==> src/verilog/accel_spi_defines.svh <==
`ifndef ACCEL_SPI_DEFINES_SVH
`define ACCEL_SPI_DEFINES_SVH

// Command word fields
`define CMD_SEL_BIT 15
`define CMD_AXIS_BIT 14
`define CMD_ACC_BIT 13
`define ADDR_MSB 12
`define ADDR_LSB 8
`define FRAME_BITS 5'h10

// Response word fields
`define RSP_AXIS_BIT 13
`define RSP_PAR_BIT 12
`define RSP_STAT_MSB 11
`define RSP_STAT_LSB 10

// Status codes in bits 11:10
`define STAT_ACCEL 2'h1
`define STAT_SELFTEST 2'h2
`define STAT_ERROR 2'h3

// Error flag positions in bits 9:0
`define FLG_ND_BIT 4
`define FLG_HE_BIT 3
`define FLG_CNC_BIT 2
`define FLG_REQ_BIT 1
`define FLG_SPI_BIT 0

// Register addresses
`define ADDR_DEVICE_CONTROL_REGISTER 5'h00
`define ADDR_TEMP 5'h0F
`define ADDR_DEVSTAT 5'h10
`define ADDR_COUNT 5'h11

// Control register layout
`define CTL_ST0 0
`define CTL_ST1 1
`define CTL_FILTER_BYPASS_BIT 3
`define CTL_CE 4
`define CTL_READ_MASK 8'h0B
`define CTL_RESET 8'h00

// Status register layout
`define STAT_IDE 7
`define STAT_OSCF 6
`define STAT_DEVINIT 5
`define STAT_TF 4
`define STAT_HPF 3
`define STAT_OFF_Y 2
`define STAT_OFF_X 1
`define STAT_DEVRES 0

// Request error frame without parity; also the value after reset
`define REQ_ERR_FRAME 16'h0C02

// Command queue depth
`define CMD_FIFO_DEPTH 8

`endif

==> src/verilog/accel_spi_pkg.sv <==
package accel_spi_pkg;

  typedef struct packed {
    logic spi_err;
    logic [15:0] word;
  } cmd_frame_t;

  typedef enum logic [1:0] {
    OP_UNUSED,
    OP_WRITE,
    OP_READ,
    OP_TEST
  } op_t;

  typedef enum logic {
    LINK_IDLE,
    LINK_ACTIVE
  } link_state_t;

  typedef struct packed {
    logic osc_running;
    logic osc_freq_fail;
    logic over_temp;
    logic offset_x;
    logic offset_y;
    logic parity_err;
    logic init_busy;
  } fault_in_t;

  typedef struct packed {
    logic filter_bypass_bit;
    logic selftest_direction_bit;
    logic selftest_enable_bit;
  } ctrl_out_t;

  typedef struct packed {
    logic [1:0] sclk_sync;
    logic [1:0] cs_sync;
    logic [1:0] mosi_sync;
    logic sclk_prev;
    logic cs_prev;
    link_state_t link;
    logic [15:0] rx;
    logic [15:0] tx;
    logic [4:0] rises;
    logic edge_err;
    logic [15:0] resp;
    logic resp_par;
    logic [7:0] ctrl;
    logic tf;
    logic off_x;
    logic off_y;
    logic ide;
    logic devres;
    logic nd_pending;
    logic clear_error;
    logic overrun;
    logic miso;
    logic miso_oe;
  } core_state_t;

endpackage : accel_spi_pkg

==> src/verilog/cmd_fifo.sv <==
`timescale 1ns/1ps
module cmd_fifo #(
  parameter int WIDTH = 17,
  parameter int DEPTH = 8
) (
  input wire logic clk,
  input wire logic reset,
  input wire logic in_valid,
  output logic in_ready,
  input wire logic [WIDTH-1:0] in_data,
  output logic out_valid,
  input wire logic out_ready,
  output logic [WIDTH-1:0] out_data
);
  localparam int AW = (DEPTH > 1) ? $clog2(DEPTH) : 1;

  typedef struct packed {
    logic [DEPTH-1:0][WIDTH-1:0] mem;
    logic [AW-1:0] wr;
    logic [AW-1:0] rd;
    logic [AW:0] cnt;
  } fifo_state_t;

  fifo_state_t s_ff;
  fifo_state_t nxt_s;
  logic push;
  logic pop;

  assign in_ready = s_ff.cnt != (AW+1)'(DEPTH);
  assign out_valid = s_ff.cnt != '0;
  assign out_data = s_ff.mem[s_ff.rd];
  assign push = in_valid && in_ready;
  assign pop = out_valid && out_ready;

  always_comb begin
    nxt_s = s_ff;
    if (push) begin
      nxt_s.mem[s_ff.wr] = in_data;
      nxt_s.wr = (s_ff.wr == AW'(DEPTH - 1)) ? '0 : s_ff.wr + 1'b1;
    end
    if (pop) begin
      nxt_s.rd = (s_ff.rd == AW'(DEPTH - 1)) ? '0 : s_ff.rd + 1'b1;
    end
    if (push && !pop) begin
      nxt_s.cnt = s_ff.cnt + 1'b1;
    end else if (pop && !push) begin
      nxt_s.cnt = s_ff.cnt - 1'b1;
    end
  end

  always_ff @(posedge clk) begin
    if (reset) begin
      s_ff <= '0;
    end else begin
      s_ff <= nxt_s;
    end
  end
endmodule : cmd_fifo

==> src/verilog/accel_spi_frame.sv <==
// How it works
// (RL1) Slave mode 0: idle-low clock, sample on rise, MSB first both ways.
// (RL2) Each frame answers the command of the previous frame.
// (RL3) With chip select high, clock and data input are ignored.
// (RL4) First frame after reset carries the request-error answer.
// (RL5) Bit 15 low, bit 13 high asks for acceleration; bit 14 picks Y.
// (RL6) Acceleration answer: value 9:0, axis bit 13, status bits 11:10.
// (RL7) Status 01 normal, 10 self-test, 11 error; never 00.
// (RL8) On error status, bits 9:0 carry error-type flags.
// (RL9) No-data flag during init and on first request after init.
// (RL10) Hardware error for over-temperature, offset or parity faults.
// (RL11) Oscillator counts as hardware error only while it still runs.
// (RL12) Bit 15 high on acceleration request gives CONDITIONS_NOT_CORRECT_FLAG, plus ND/HE.
// (RL13) Bit 13 low: bits 15:14 pick unused, write, read or test.
// (RL14) Register commands report only oscillator, framing or request errors.
// (RL15) Write carries address 12:8, data 7:0; only control writable.
// (RL16) Write answer shows bypass, self-test direction and enable bits.
// (RL17) Read: bit 15 high, 14:13 low, address 12:8, low byte ignored.
// (RL18) Read answer holds the register byte in bits 7:0.
// (RL19) Test command returns the status register in bits 7:0.
// (RL20) Status bit 0 set by reset until clear-error is written; the code keeps it set if that write comes during init.
// (RL21) Framing error: clock high at select edges or not 16 rises.
// (RL22) Register command with bits 15:14 zero is a request error.
// (RL23) With oscillator stopped, output stays high while selected.
// (RL24) Bit 12 of status frames is parity over the other bits.
`timescale 1ns/1ps
`include "accel_spi_defines.svh"
module accel_spi_frame #(
  parameter bit ODD_PARITY = 1'b1,
  parameter int FIFO_DEPTH = `CMD_FIFO_DEPTH
) (
  input wire logic clk,
  input wire logic reset,
  input wire logic sclk,
  input wire logic cs_n,
  input wire logic mosi,
  output logic miso,
  output logic miso_oe,
  input wire accel_spi_pkg::fault_in_t faults,
  input wire logic [9:0] accel_x,
  input wire logic [9:0] accel_y,
  input wire logic [7:0] temp_value,
  input wire logic [7:0] count_value,
  output accel_spi_pkg::ctrl_out_t ctrl,
  output logic clear_error,
  output logic cmd_overrun
);

  accel_spi_pkg::core_state_t s_ff;
  accel_spi_pkg::core_state_t nxt_s;

  accel_spi_pkg::cmd_frame_t push_frame;
  accel_spi_pkg::cmd_frame_t pop_frame;
  logic push_valid;
  logic push_ready;
  logic pop_valid;
  logic pop_ready;

  // Insert bit 12 parity over the other fifteen bits
  function automatic logic [15:0] with_parity(input logic [15:0] w);
    logic [15:0] r;
    r = w;
    r[`RSP_PAR_BIT] = ODD_PARITY ^
      (^{w[15:`RSP_PAR_BIT+1], w[`RSP_PAR_BIT-1:0]}); // RL24
    return r;
  endfunction : with_parity

  // Error frame with flags in the low bits
  function automatic logic [15:0] err_frame(input logic [9:0] flags);
    logic [15:0] r;
    r = 16'h0000;
    r[`RSP_STAT_MSB:`RSP_STAT_LSB] = `STAT_ERROR; // RL8
    r[9:0] = flags; // RL8
    return r;
  endfunction : err_frame

  // Register answers echo the command head, no parity
  function automatic logic [15:0] reg_answer(
    input logic [15:0] cmd,
    input logic [4:0] addr,
    input logic [7:0] data
  );
    logic [15:0] r;
    r = {cmd[15:13], addr, data};
    return r;
  endfunction : reg_answer

  // Normal answer: axis, status and the selected sample
  function automatic logic [15:0] accel_answer(
    input logic axis,
    input logic selftest
  );
    logic [15:0] r;
    r = 16'h0000;
    r[`RSP_AXIS_BIT] = axis; // RL6
    r[`RSP_STAT_MSB:`RSP_STAT_LSB] = selftest ? `STAT_SELFTEST :
      `STAT_ACCEL; // RL7
    r[9:0] = axis ? accel_y : accel_x; // RL5
    return r;
  endfunction : accel_answer

  // Reset image: syncs at idle levels, request-error answer queued
  function automatic accel_spi_pkg::core_state_t reset_state();
    accel_spi_pkg::core_state_t r;
    r = '0;
    r.cs_sync = 2'h3;
    r.cs_prev = 1'b1;
    r.link = accel_spi_pkg::LINK_IDLE;
    r.resp = `REQ_ERR_FRAME; // RL4
    r.resp_par = 1'b1;
    r.ctrl = `CTL_RESET;
    r.devres = 1'b1; // RL20
    r.nd_pending = 1'b1; // RL9
    return r;
  endfunction : reset_state

  // Readable register byte by address
  function automatic logic [7:0] read_reg(
    input logic [4:0] addr,
    input logic [7:0] ctl,
    input logic [7:0] stat
  );
    logic [7:0] r;
    r = 8'h00;
    case (addr)
      `ADDR_DEVICE_CONTROL_REGISTER: r = ctl & `CTL_READ_MASK;
      `ADDR_TEMP: r = temp_value;
      `ADDR_DEVSTAT: r = stat;
      `ADDR_COUNT: r = count_value;
      default: r = 8'h00;
    endcase
    return r;
  endfunction : read_reg

  cmd_fifo #(
    .WIDTH($bits(accel_spi_pkg::cmd_frame_t)),
    .DEPTH(FIFO_DEPTH)
  ) i_cmd_fifo (
    .clk(clk),
    .reset(reset),
    .in_valid(push_valid),
    .in_ready(push_ready),
    .in_data(push_frame),
    .out_valid(pop_valid),
    .out_ready(pop_ready),
    .out_data(pop_frame)
  );

  assign miso = s_ff.miso;
  assign miso_oe = s_ff.miso_oe;
  assign clear_error = s_ff.clear_error;
  assign cmd_overrun = s_ff.overrun;
  assign ctrl.filter_bypass_bit = s_ff.ctrl[`CTL_FILTER_BYPASS_BIT];
  assign ctrl.selftest_direction_bit = s_ff.ctrl[`CTL_ST1];
  assign ctrl.selftest_enable_bit = s_ff.ctrl[`CTL_ST0];

  // Answers are only prepared between frames, never under the shifter
  assign pop_ready = (s_ff.link == accel_spi_pkg::LINK_IDLE) &&
    s_ff.cs_sync[1];

  always_comb begin
    logic sclk_rise;
    logic sclk_fall;
    logic cs_start;
    logic cs_end;
    logic ce;
    logic he;
    logic nd;
    logic acc_req;
    logic [4:0] addr;
    logic [7:0] stat;
    logic [9:0] flags;
    logic [15:0] cmd;
    accel_spi_pkg::op_t op;
    sclk_rise = 1'b0;
    sclk_fall = 1'b0;
    cs_start = 1'b0;
    cs_end = 1'b0;
    ce = 1'b0;
    he = 1'b0;
    nd = 1'b0;
    acc_req = 1'b0;
    addr = 5'h00;
    stat = 8'h00;
    flags = 10'h000;
    cmd = 16'h0000;
    op = accel_spi_pkg::OP_UNUSED;
    push_valid = 1'b0;
    push_frame = '0;

    nxt_s = s_ff;
    nxt_s.clear_error = 1'b0;
    nxt_s.overrun = 1'b0;
    nxt_s.sclk_sync = {s_ff.sclk_sync[0], sclk};
    nxt_s.cs_sync = {s_ff.cs_sync[0], cs_n};
    nxt_s.mosi_sync = {s_ff.mosi_sync[0], mosi};
    nxt_s.sclk_prev = s_ff.sclk_sync[1];
    nxt_s.cs_prev = s_ff.cs_sync[1];

    sclk_rise = s_ff.sclk_sync[1] && !s_ff.sclk_prev;
    sclk_fall = !s_ff.sclk_sync[1] && s_ff.sclk_prev;
    cs_start = s_ff.cs_prev && !s_ff.cs_sync[1];
    cs_end = !s_ff.cs_prev && s_ff.cs_sync[1];

    // Hardware error sources; a stopped oscillator is not one of them
    he = s_ff.tf | s_ff.off_x | s_ff.off_y | s_ff.ide | // RL10
      (faults.osc_freq_fail & faults.osc_running); // RL11
    nd = faults.init_busy | s_ff.nd_pending; // RL9

    stat[`STAT_IDE] = s_ff.ide;
    stat[`STAT_OSCF] = faults.osc_freq_fail & faults.osc_running;
    stat[`STAT_DEVINIT] = faults.init_busy;
    stat[`STAT_TF] = s_ff.tf;
    stat[`STAT_HPF] = !s_ff.ctrl[`CTL_FILTER_BYPASS_BIT] && !s_ff.ctrl[`CTL_ST0];
    stat[`STAT_OFF_Y] = s_ff.off_y;
    stat[`STAT_OFF_X] = s_ff.off_x;
    stat[`STAT_DEVRES] = s_ff.devres; // RL20

    case (s_ff.link)
      accel_spi_pkg::LINK_IDLE: begin
        // Nothing on the clock or data pins matters while deselected
        if (cs_start) begin // RL3
          nxt_s.link = accel_spi_pkg::LINK_ACTIVE;
          nxt_s.rises = 5'h00;
          nxt_s.edge_err = s_ff.sclk_sync[1]; // RL21
          // Queued answer of the previous command goes out now
          nxt_s.tx = s_ff.resp_par ? with_parity(s_ff.resp) :
            s_ff.resp; // RL2
        end
      end
      accel_spi_pkg::LINK_ACTIVE: begin
        if (sclk_rise) begin
          nxt_s.rx = {s_ff.rx[14:0], s_ff.mosi_sync[1]}; // RL1
          if (s_ff.rises != 5'h1F) begin
            nxt_s.rises = s_ff.rises + 5'h01;
          end
        end
        if (sclk_fall) begin
          nxt_s.tx = {s_ff.tx[14:0], 1'b0}; // RL1
        end
        if (cs_end) begin
          nxt_s.link = accel_spi_pkg::LINK_IDLE;
          push_valid = 1'b1;
          push_frame.word = s_ff.rx;
          push_frame.spi_err = s_ff.edge_err | s_ff.sclk_sync[1] |
            (s_ff.rises != `FRAME_BITS); // RL21
          // Queue full: the command is lost and flagged
          nxt_s.overrun = !push_ready;
        end
      end
      default: begin
        nxt_s.link = accel_spi_pkg::LINK_IDLE;
      end
    endcase

    if (pop_valid && pop_ready) begin
      cmd = pop_frame.word;
      addr = cmd[`ADDR_MSB:`ADDR_LSB];
      op = accel_spi_pkg::op_t'(cmd[`CMD_SEL_BIT:`CMD_AXIS_BIT]); // RL13
      acc_req = cmd[`CMD_ACC_BIT];
      nxt_s.resp_par = 1'b1;
      if (pop_frame.spi_err) begin
        flags[`FLG_SPI_BIT] = 1'b1;
        nxt_s.resp = err_frame(flags); // RL21
      end else if (acc_req) begin
        // Hardware error flag shows only in acceleration answers
        flags[`FLG_ND_BIT] = nd; // RL9
        flags[`FLG_HE_BIT] = he; // RL14
        if (cmd[`CMD_SEL_BIT]) begin
          flags[`FLG_CNC_BIT] = 1'b1;
          nxt_s.resp = err_frame(flags); // RL12
        end else if (nd || he) begin
          nxt_s.resp = err_frame(flags); // RL7
        end else begin
          nxt_s.resp = accel_answer(cmd[`CMD_AXIS_BIT],
            s_ff.ctrl[`CTL_ST0]); // RL6
        end
        // Once init is over, one no-data answer is still owed
        if (!faults.init_busy) begin
          nxt_s.nd_pending = 1'b0; // RL9
        end
      end else begin
        case (op)
          accel_spi_pkg::OP_WRITE: begin
            if (addr == `ADDR_DEVICE_CONTROL_REGISTER) begin
              nxt_s.ctrl = cmd[7:0] & `CTL_READ_MASK; // RL15
              ce = cmd[`CTL_CE];
              nxt_s.resp_par = 1'b0;
              nxt_s.resp = reg_answer(cmd, addr,
                cmd[7:0] & `CTL_READ_MASK); // RL16
            end else begin
              flags[`FLG_REQ_BIT] = 1'b1;
              nxt_s.resp = err_frame(flags); // RL15
            end
          end
          accel_spi_pkg::OP_READ: begin
            nxt_s.resp_par = 1'b0;
            nxt_s.resp = reg_answer(cmd, addr,
              read_reg(addr, s_ff.ctrl, stat)); // RL17 RL18
          end
          accel_spi_pkg::OP_TEST: begin
            nxt_s.resp_par = 1'b0;
            nxt_s.resp = reg_answer(cmd, `ADDR_DEVSTAT,
              read_reg(`ADDR_DEVSTAT, s_ff.ctrl, stat)); // RL19
          end
          default: begin
            flags[`FLG_REQ_BIT] = 1'b1;
            nxt_s.resp = err_frame(flags); // RL22
          end
        endcase
      end
    end

    // Sticky faults: a new event in the clearing cycle survives
    nxt_s.clear_error = ce;
    nxt_s.tf = (s_ff.tf & !ce) | faults.over_temp;
    nxt_s.off_x = (s_ff.off_x & !ce) | faults.offset_x;
    nxt_s.off_y = (s_ff.off_y & !ce) | faults.offset_y;
    nxt_s.ide = s_ff.ide | faults.parity_err;
    // Reset flag may only be dropped after initialization
    if (ce && !faults.init_busy) begin
      nxt_s.devres = 1'b0; // RL20
    end

    // Output stays high throughout a frame with a dead oscillator
    nxt_s.miso_oe = nxt_s.link == accel_spi_pkg::LINK_ACTIVE;
    if (!faults.osc_running) begin
      nxt_s.miso = nxt_s.miso_oe; // RL23
    end else begin
      nxt_s.miso = nxt_s.miso_oe & nxt_s.tx[15]; // RL1
    end
  end

  always_ff @(posedge clk) begin
    if (reset) begin
      s_ff <= reset_state();
    end else begin
      s_ff <= nxt_s;
    end
  end
endmodule : accel_spi_frame

==> config.mk <==
export PLATFORM = sky130hd
export DESIGN_NAME = accel_spi_frame
export DESIGN_NICKNAME = d
export VERILOG_FILES = /design/src/verilog/accel_spi_pkg.sv /design/src/verilog/cmd_fifo.sv /design/src/verilog/accel_spi_frame.sv
export VERILOG_INCLUDE_DIRS = /design/src /design/src/verilog
export SDC_FILE = /design/constraint.sdc
export NUM_CORES = 1
export LEC_CHECK = 0
export BUFFER_PORTS_ARGS = -buffer_cell sky130_fd_sc_hd__buf_4
export CORE_MARGIN = 4
export CORE_UTILIZATION = 40
export DETAILED_ROUTE_END_ITERATION = 10
export HOLD_SLACK_MARGIN = 0.05
export PLACE_DENSITY = 0.53
export RECOVER_POWER = 100
export SLEW_MARGIN = 15
export SYNTH_ARGS = -nofsm -noshare
export SYNTH_HDL_FRONTEND = slang
export SYNTH_SLANG_ARGS = --single-unit
==> constraint.sdc <==
create_clock -name clk -period 7.12 [get_ports clk]
set_input_delay 0.356 -clock clk [delete_from_list [all_inputs] [get_ports clk]]
set_output_delay 0.356 -clock clk [all_outputs]
set_load 0.02 [all_outputs]
## Word-level counts from Yosys, hierarchy flattened

Index checks and enable logic that the tools add are counted.

- Register bits after elaboration: 222
- Output and inout bits: 7
- Word-level logic and storage cells: 157

- Add/subtract/negate cells: 5
- Order comparisons: 3
- Equal/unequal tests: 15
- Mux-type cells: 42
- Bitwise gates (word level): 22
- Reduce and logical (&&, ||, !) cells: 36

Operator list:

| kind | count |
|---|---|
| $bwmux 136 | 1 |
| $mux 17 | 4 |
| $mux 16 | 4 |
| $bmux 17 s3 | 1 |
| $demux 17 s3 | 1 |
| $pmux 16 s3 | 1 |
| $pmux 21 s2 | 1 |
| $pmux 8 s4 | 1 |
| $mux 14 | 2 |
| $mux 9 | 3 |
| $mux 22 | 1 |
| $reduce_xor 15->1 | 1 |
| $mux 13 | 1 |
| $logic_and 1x1->1 | 12 |
| $logic_not 1->1 | 11 |
| $or 1x1->1 | 11 |
| $eq 5x5->1 const B | 2 |
| $mux 1 | 10 |
| $mux 10 | 1 |
| $mux 5 | 2 |
| $ne 5x5->1 const B | 2 |
| $lt 3x4->1 const B | 2 |
| $mux 4 | 2 |
| $mux 8 | 1 |
| other kinds (27) | 45 |

## Logic depth before layout (Yosys ltp)

Gate-level depths: netlist of run 1.

- Word-level depth: 11
- Gate-level depth with buffers: 12
- Mapped depth without buffers: 12

## By module

A second synthesis of run 1 with hierarchy kept.

- Cells, all modules: 1,130
- Area total of the unflattened synthesis: 10,208.5 um^2

By module, submodules not included:

| module | times used | cells each | area an instance (um^2) |
|---|---|---|---|
| cmd_fifo | 1 | 688 | 6,500.0 |
| accel_spi_frame | 1 | 442 | 3,708.6 |

## Least setup slack after synthesis of run 1

OpenSTA, ideal clock, no wires.

- Kind: register to register
- From: register i_cmd_fifo.s_ff[0] in the netlist's numbering
- To: register i_cmd_fifo.s_ff[3] in the netlist's numbering
- Setup time: 70 ps
- Arrival time: 2,812 ps
- Path slack: 4,237 ps
- Cell stages (with the launch flop): 13
- Path buffers: 1
- Cell sequence: dfxtp_1 or4_1 nor3b_1 inv_1 clkbuf_1 ha_1 inv_1 ha_1 a21o_1 a21oi_1 xnor2_1 or3_1 a21oi_1

- Word-level cells in the longest chain between the ends: 5

Ends and longest elaborated chain:

| what | RTL line | RTL |
|---|---|---|
| start, declared | cmd_fifo.sv:24 | `fifo_state_t s_ff;` |
| start signal, assigned | cmd_fifo.sv:55 | `s_ff <= nxt_s;` |
| parallel branches: the longest is 5 deep, another holds $sub 4x1->4 | -- |  |

Several ways; the timed one is not identified. The select of a mux whose other input is x is not followed.
A chain may end at the register's enable or synchronous reset.

## Final worst setup path of run 1

- From: input reset
- To: register i_cmd_fifo.s_ff[137] in the netlist's numbering

RTL lines:

| what | RTL line | RTL |
|---|---|---|
| start, declared | accel_spi_frame.sv:33 | `input wire logic reset,` |

No word-level cell between the ends.

==> metrics.md, run 1 <==
| Metric | Value |
|---|---|
| DR WL/cell | `17.38 µm` |
| Yosys cell types | `65` |
| WP buf/inv | `2` |
| Sw Ratio | `30.05%` |
| Area Overhead vs Synth | `13.18%` |
| P per Cell Area | `256.2 nW/µm²` |
| Switching power | `0.7727 mW` |
| Largest area contributor in the synthesized netlist | `dfxtp_1` |
| Root Driver | `clkbuf_16` |
| Antenna cells | `0` |
| Hold Crit Class | `input port to register` |
| Worst path arrival time | `4.99 ns` |
| # rows | `54` |
| Required @ worst endpoint | `7.40 ns` |
| Sink Count | `190` |
| DP Wirelength | `15230 µm` |
| I/O pin total | `55` |
| EDFF count, synth | `0` |
| Count of endpoints failing setup in the final report | `0` |
| Post-synthesis net count | `1068` |
| First-pass GRT wire length | `36940 µm` |
| Slew HR | `-219.8%` |
| Worst vdd ir | `0.1477 mV` |
| DR iter-0 viols | `500` |
| Sequential area share after synthesis | `42.89%` |
| Hold Fails Final Rpt | `0` |
| Part of the power in registers | `44.7%` |
| Post-Syn Area | `8869 µm²` |
| DRT Wirelength | `23000 µm` |
| Slowest Stage Delay on Critical Path | `3.30 ns` |
| Crit path time final | `4.712 ns` |
| # Post-CTS Setup Buffers | `0` |
| Critical path class | `input port to register` |
| Synth Instances | `1009` |
| Number of max-cap violations | `1` |
| Synth top area cells | `dfxtp_1, nor2_1, mux2i_1` |
| Worst-path fanout max | `107` |
| Core Footprint | `21820 µm²` |
| Pins Over Slew Limit | `108` |
| Unrepaired setup endpoints after global routing | `false` |
| DR vias | `7124` |
| Vias in the first global route | `6749` |
| Starting Density | `40.64%` |
| Nets | `1089` |
| Tcrit/Tclk final | `66.17%` |
| Worst setup EP type | `register` |
| # hold bufs at CTS | `0` |
| Clock Latency Late Sink | `0.43 ns` |
| Clock power share | `36.9%` |
| Reg clk slew, reported paths | `0.07 ns` |
| Delay-heaviest family, CP | `buffers and inverters` |
| Internal | `1.799 mW` |
| Die Width | `156.9 µm` |
| FF+latch count, synth | `190` |
| Area after DPL | `9487 µm²` |
| Die Span Y | `156.9 µm` |
| Worst-path cell chain | `clkbuf_1, buf_4, nor2_1` |
| Asr flop ratio synth | `0%` |
| Synth warnings | `0` |
| Largest net degree at the start of global routing | `108` |
| Share of the synthesized area in the top cell type | `42.89%` |
| PortBufs | `54` |
| GP Congestion | `0.8374` |
| DRC | `0` |
| Total CTS buffers | `17` |
| Total congestion overflow | `0` |
| Final antenna-violating net count | `0` |
| DRT Pass-1 Iters | `5` |
| Failing checks | `capacitance limit, slew limit` |
| Synth Flop Type | `dfxtp_1` |
| Avg Synthesized Cell Area | `8.789 µm²` |
| Slowest CP cell | `clkbuf_1` |
| Total die area | `24620 µm²` |
| Fmax | `0.2122 GHz` |
| CTS tree | `done` |
| Clk_skew | `0.01402 ns` |
| Initial antenna violation count | `0` |
| Number of vias per cell | `5.385` |
| Layout cells sized above 1 | `14.29%` |
| Combinational share of power | `18.4%` |
| Final cell count without fillers | `1323` |
| Leakage Power | `3.444 nW` |
| Worst slew pin tran | `4.797 ns` |
| Crit path launch type | `input port` |
| H-tree depth | `4` |
| CTS resizes | `0` |
| Fin area | `10040 µm²` |
| Final setup TNS | `0 ns` |
| Dpl cells | `1291` |
| Total global-route track usage | `18.84%` |
| Clock Path Buffers | `2` |
| Status | `finished, violations left` |
## through the flow
| step | hold WS [ns] | power [mW] | setup WS [ns] | utilization [%] |
|---|---|---|---|---|
| floorplan | 0.3895 | 1.531 | 4.237 | - |
| global placement | 0.4167 | 1.652 | 3.826 | 43.47 |
| detailed placement | 0.4220 | 1.656 | 3.720 | 43.47 |
| CTS | 0.08915 | 2.614 | 3.673 | 46.18 |
| global route | 0.08614 | 2.703 | 1.855 | 45.99 |
| finish | 0.1052 | 2.571 | 2.408 | 45.99 |
## cell usage after synthesis (2+ instances only)
| cell | n |
|---|---|
| buf_4 | 4 |
| clkbuf_1 | 47 |
| dfxtp_1 | 190 |
| nor3b_1 | 5 |
| nand3_1 | 16 |
| buf_6 | 2 |
| or3_1 | 3 |
| inv_1 | 16 |
| nand2b_1 | 8 |
| a21o_1 | 3 |
| nand4_1 | 4 |
| nor2_1 | 199 |
| a21oi_1 | 112 |
| nand4b_1 | 3 |
| a41oi_1 | 3 |
| mux2_2 | 13 |
| xor2_1 | 5 |
| nor3_1 | 16 |
| buf_2 | 11 |
| xnor2_1 | 14 |
| o311ai_0 | 4 |
| buf_1 | 4 |
| nor4_1 | 3 |
| nand3b_1 | 5 |
| o21bai_1 | 2 |
| o2bb2ai_1 | 3 |
| o21ai_0 | 14 |
| ha_1 | 10 |
| and3b_1 | 2 |
| a22oi_1 | 20 |
| a211oi_1 | 3 |
| a31oi_1 | 5 |
| and2_1 | 14 |
| a222oi_1 | 3 |
| nand2_1 | 99 |
| or2_2 | 4 |
| and3_1 | 4 |
| a221oi_1 | 2 |
| o31ai_1 | 6 |
| o211ai_1 | 3 |
| mux2i_1 | 67 |
| nor2b_1 | 6 |
| nor4b_2 | 2 |
| a22o_1 | 6 |
| mux4_2 | 24 |
## sequential cells by signal, summed over array words and instances (netlist names)
name             cells
clear_error          1
cmd_overrun          1
ctrl                 3
i_cmd_fifo.s_ff    114
miso                 1
miso_oe              1
nxt_s                5
s_ff                64
## worst paths after layout
path                           start                    to  slack, ns  cells after the start
hold / removal                  cs_n             nxt_s[79]       0.11                      2
setup / recovery               reset  i_cmd_fifo.s_ff[137]       2.41                      3
setup reg to reg  i_cmd_fifo.s_ff[0]    i_cmd_fifo.s_ff[3]       3.72                     11
hold reg to reg            nxt_s[81]             nxt_s[75]       0.44                      1
## metal layers
layer | global-route usage (%) | vias up | part of all wire [%]
met2 | 30.97 | 145 | 48
met4 | 3.760 | 0 | 0.88
met1 | 26.14 | 3387 | 47
met3 | 3.547 | 15 | 4.4
li1 | - | 3577 | -
met5 | 0 | - | 0
## power groups by stage
stage	Clock, mW	Combinational, mW	Sequential (mW)
2_1_floorplan	0	0.389	1.14
3_3_place_gp	0	0.477	1.18
3_5_place_dp	0	0.480	1.18
4_1_cts	0.979	0.484	1.15
5_1_grt	1.02	0.524	1.16
6_report	0.948	0.473	1.15
## final cells by class
class	instances	area (µm²)
Fill cell	2174	11790
Multi-Input combinational cell	734	4731
Sequential cell	190	3806
Timing Repair Buffer	70	495.5
Clock buffer	18	439.2
Tap cell	280	350.3
Clock inverter	14	151.4
Inverter	17	63.81
## worst register-to-register path, cell delays in order (launching register included)
cell     delay, ns
dfxtp_1       0.43
or4_1         0.14
nor3b_1       0.54
inv_1         0.54
ha_1          0.39
inv_1         0.12
ha_1          0.25
a21o_1        0.17
a21oi_1       0.17
xnor2_1       0.09
or3_1         0.31
a21oi_1       0.13
## cells in the final DEF (no fill, tap or decap), drive strengths merged, types with 20 or more instances in the layout
master / netlist / layout
mux4: 24 / 24
clkbuf: 47 / 26
a21oi: 112 / 112
mux2i: 67 / 67
nand2: 99 / 99
dfxtp: 190 / 190
nor2: 199 / 199
buf: 21 / 62
inv: 17 / 23
a22oi: 20 / 20
## kinds of logic after synthesis
family / Yosys count / synth area share, %
compound gates: 200 / 13.91
xor+xnor: 19 / 1.876
fa+ha+maj: 11 / 1.637
buf+inv: 85 / 4.091
flops: 190 / 42.89
mux: 105 / 15.48
simple gates: 399 / 20.12
(Power assumes the default switching activity.)
==> inputs of run 2 (changes only) <==
PLACE_DENSITY = 0.56   (was 0.53)
clock period = 3.82 ns   (was 7.12 ns; I/O delays follow)
==> run 2 against run 1 <==
The flow still finishes with violations (capacitance limit, slew limit); worst hold slack worse by 0.033 ns; global-route usage is 0.44 points higher; power is 92% higher; sequential cell count stayed put; setup slack worse by 1.8 ns; first-iteration DRC count stayed put; core utilization is 0.38 points higher; combinational power is 99% higher.
==> metrics.md, run 2 (synthesis gave the netlist of run 1 again) <==
| Metric | Value |
|---|---|
| Number of flip-flops in the largest register | `114 (unchanged)` |
| Overall power | `4.937 mW (was 2.571 mW)` |
| Final antenna-violating net count | `0 (unchanged)` |
| Fmax | `0.3088 GHz` |
| WP buf/inv | `2 (unchanged)` |
| Hold Crit Class | `input port to register (unchanged)` |
| Count of endpoints failing setup in the final report | `0 (unchanged)` |
| # hold bufs at CTS | `9 (was 0)` |
| Commonest non-fill, non-tap cell in the layout | `nor2_1 (unchanged)` |
| Pins Over Slew Limit | `119 (was 108)` |
| Delay-heaviest family, CP | `multiplexers (was buffers and inverters)` |
| Most frequent cells in the layout | `nor2_1, dfxtp_1, a21oi_1 (unchanged)` |
| Hold Fails Final Rpt | `0 (unchanged)` |
| DRC | `0 (unchanged)` |
| Slew HR | `-66.20% (was -219.8%)` |
| Die Width | `156.9 µm (unchanged)` |
| First-pass GRT wire length | `37490 µm (was 36940 µm)` |
| CTS resizes | `0 (unchanged)` |
| # Post-CTS Setup Buffers | `0 (unchanged)` |
| Number of vias per cell | `5.292 (was 5.385)` |
| Critical path class | `register to register (was input port to register)` |
| Slowest Stage Delay on Critical Path | `0.58 ns (was 3.30 ns)` |
| Worst-path cell chain | `buf_4, mux4_2, mux2_2, nor4bb_1, clkbuf_1, and3_1, a222oi_1, nor2_1 (was clkbuf_1, buf_4, nor2_1)` |
| CTS tree | `done (unchanged)` |
| DRT Pass-1 Iters | `7 (was 5)` |
| Failing checks | `capacitance limit, slew limit (unchanged)` |
| Die Span Y | `156.9 µm (unchanged)` |
| Vias in the first global route | `6927 (was 6749)` |
| Worst setup EP type | `register (unchanged)` |
| Crit path launch type | `register (was input port)` |
| Sink Count | `190 (unchanged)` |
| Final setup TNS | `0 ns (unchanged)` |
| # rows | `54 (unchanged)` |
| Slowest CP cell | `dfxtp_2 (was clkbuf_1)` |
| Fin area | `10120 µm² (was 10040 µm²)` |
| Worst-path fanout max | `13 (was 107)` |
| Leakage Power | `3.498 nW (was 3.444 nW)` |
| Total congestion overflow | `0 (unchanged)` |
| DRT Wirelength | `23100 µm (was 23000 µm)` |
| Crit path time final | `3.238 ns` |
| DR WL/cell | `17.25 µm (was 17.38 µm)` |
| Clock Latency Late Sink | `0.44 ns (was 0.43 ns)` |
| Area Overhead vs Synth | `14.12% (was 13.18%)` |
| Nets | `1105 (was 1089)` |
| Most flop-heavy register | `i_cmd_fifo.s_ff (unchanged)` |
| Worst slew pin tran | `2.493 ns (was 4.797 ns)` |
| H-tree depth | `4 (unchanged)` |
| Root Driver | `clkbuf_16 (unchanged)` |
| Largest net degree at the start of global routing | `120 (was 108)` |
| Unrepaired setup endpoints after global routing | `false (unchanged)` |
| Reg2Reg Launch Point | `i_cmd_fifo.s_ff[4] (was i_cmd_fifo.s_ff[0])` |
| PortBufs | `54 (unchanged)` |
| Starting Density | `40.64% (unchanged)` |
| Tcrit/Tclk final | `84.77%` |
| DR iter-0 viols | `500 (unchanged)` |
| Status | `finished, violations left (unchanged)` |
| Total die area | `24620 µm² (unchanged)` |
| DP Wirelength | `15510 µm (was 15230 µm)` |
| DR vias | `7086 (was 7124)` |
| Worst vdd ir | `0.2670 mV (was 0.1477 mV)` |
| Pre-CTS setup slack | `0.8654 ns (was 3.720 ns)` |
| Reg clk slew, reported paths | `0.07 ns (about the same)` |
| Initial antenna violation count | `0 (unchanged)` |
| Area after DPL | `9552 µm² (was 9487 µm²)` |
| Worst path arrival time | `3.57 ns (was 4.99 ns)` |
| Total global-route track usage | `19.29% (was 18.84%)` |
| Worst Setup SP | `i_cmd_fifo.s_ff[4] (was reset)` |
| GP Congestion | `0.8262 (was 0.8374)` |
| P per Cell Area | `487.8 nW/µm² (was 256.2 nW/µm²)` |
| Core Footprint | `21820 µm² (unchanged)` |
| Total CTS buffers | `17 (unchanged)` |
| Clk_skew | `0.008957 ns (was 0.01402 ns)` |
| Layout cells sized above 1 | `12.94% (was 14.29%)` |
| I/O pin total | `55 (unchanged)` |
| Required @ worst endpoint | `4.15 ns (was 7.40 ns)` |
| Final worst setup slack | `0.5817 ns (was 2.408 ns)` |
| Clock Path Buffers | `2 (unchanged)` |
| Antenna cells | `0 (unchanged)` |
| Worst Min Path Start | `count_value[1] (was cs_n)` |
| Number of max-cap violations | `1 (unchanged)` |
run 2: changes by cell type in the layout (fill, tap and decap cells not counted), sizes merged, moves of 2 or more:
cell	change
dlygate4sd3	+9
bufinv	+2
inv	-4
buf	-3
clkbuf	+12
run 2: area by class of cell:
class                   instances  area [µm²]
inverters                      17       63.81
well taps                     280       350.3
clock inverters                12       161.4
flip-flops and latches        190        3806
fillers                      2145       11700
repair buffers                 86       614.3
multi-input cells             734        4678
clock buffers                  20       446.7
run 2: stage by stage:
stage | std cells | utilization (%) | hold slack (ns)
floorplan | 1009 | - | 0.2948
global placement | 1298 | 43.77 | 0.3750
detailed placement | 1298 | 43.77 | 0.3785
CTS | 1339 | 46.97 | 0.06326
global route | 1339 | 46.38 | 0.07633
finish | 1339 | 46.38 | 0.07268
run 2: routing by layer:
metal / share of wire [%] / wire length (µm) / global-route usage, % / vias to the layer above
li1: - / - / - / 3592
met1: 46 / 10700 / 25.70 / 3330
met2: 48 / 11050 / 31.87 / 131
met3: 3.8 / 875 / 3.492 / 33
met4: 2.0 / 469 / 6.281 / 0
met5: 0 / 0 / 0 / -
run 2: worst register-to-register path: cells and delay by family (launching register included):
kind            cells  cell delay [ns]
compound gates      1             0.09
buf+inv             2             0.70
flops               1             0.58
mux                 2             0.92
simple gates        3             0.85
run 2: power breakdown:
group,total [mW],internal [mW],switching [mW],leakage [nW]
clock,1.85,1.06,0.794,0.292
combinational,0.939,0.408,0.530,1.67
sequential,2.15,2.04,0.107,1.54
total,4.94,3.51,1.43,3.50
run 2: worst paths after layout:
kind                             endpoint  slack [ns]  cells past startpoint
worst min register to register  nxt_s[74]        0.44                      1
worst max-delay path             s_ff[27]        0.58                      8
worst min-delay path             s_ff[20]        0.07                      3
worst max register to register   s_ff[27]        0.58                      8
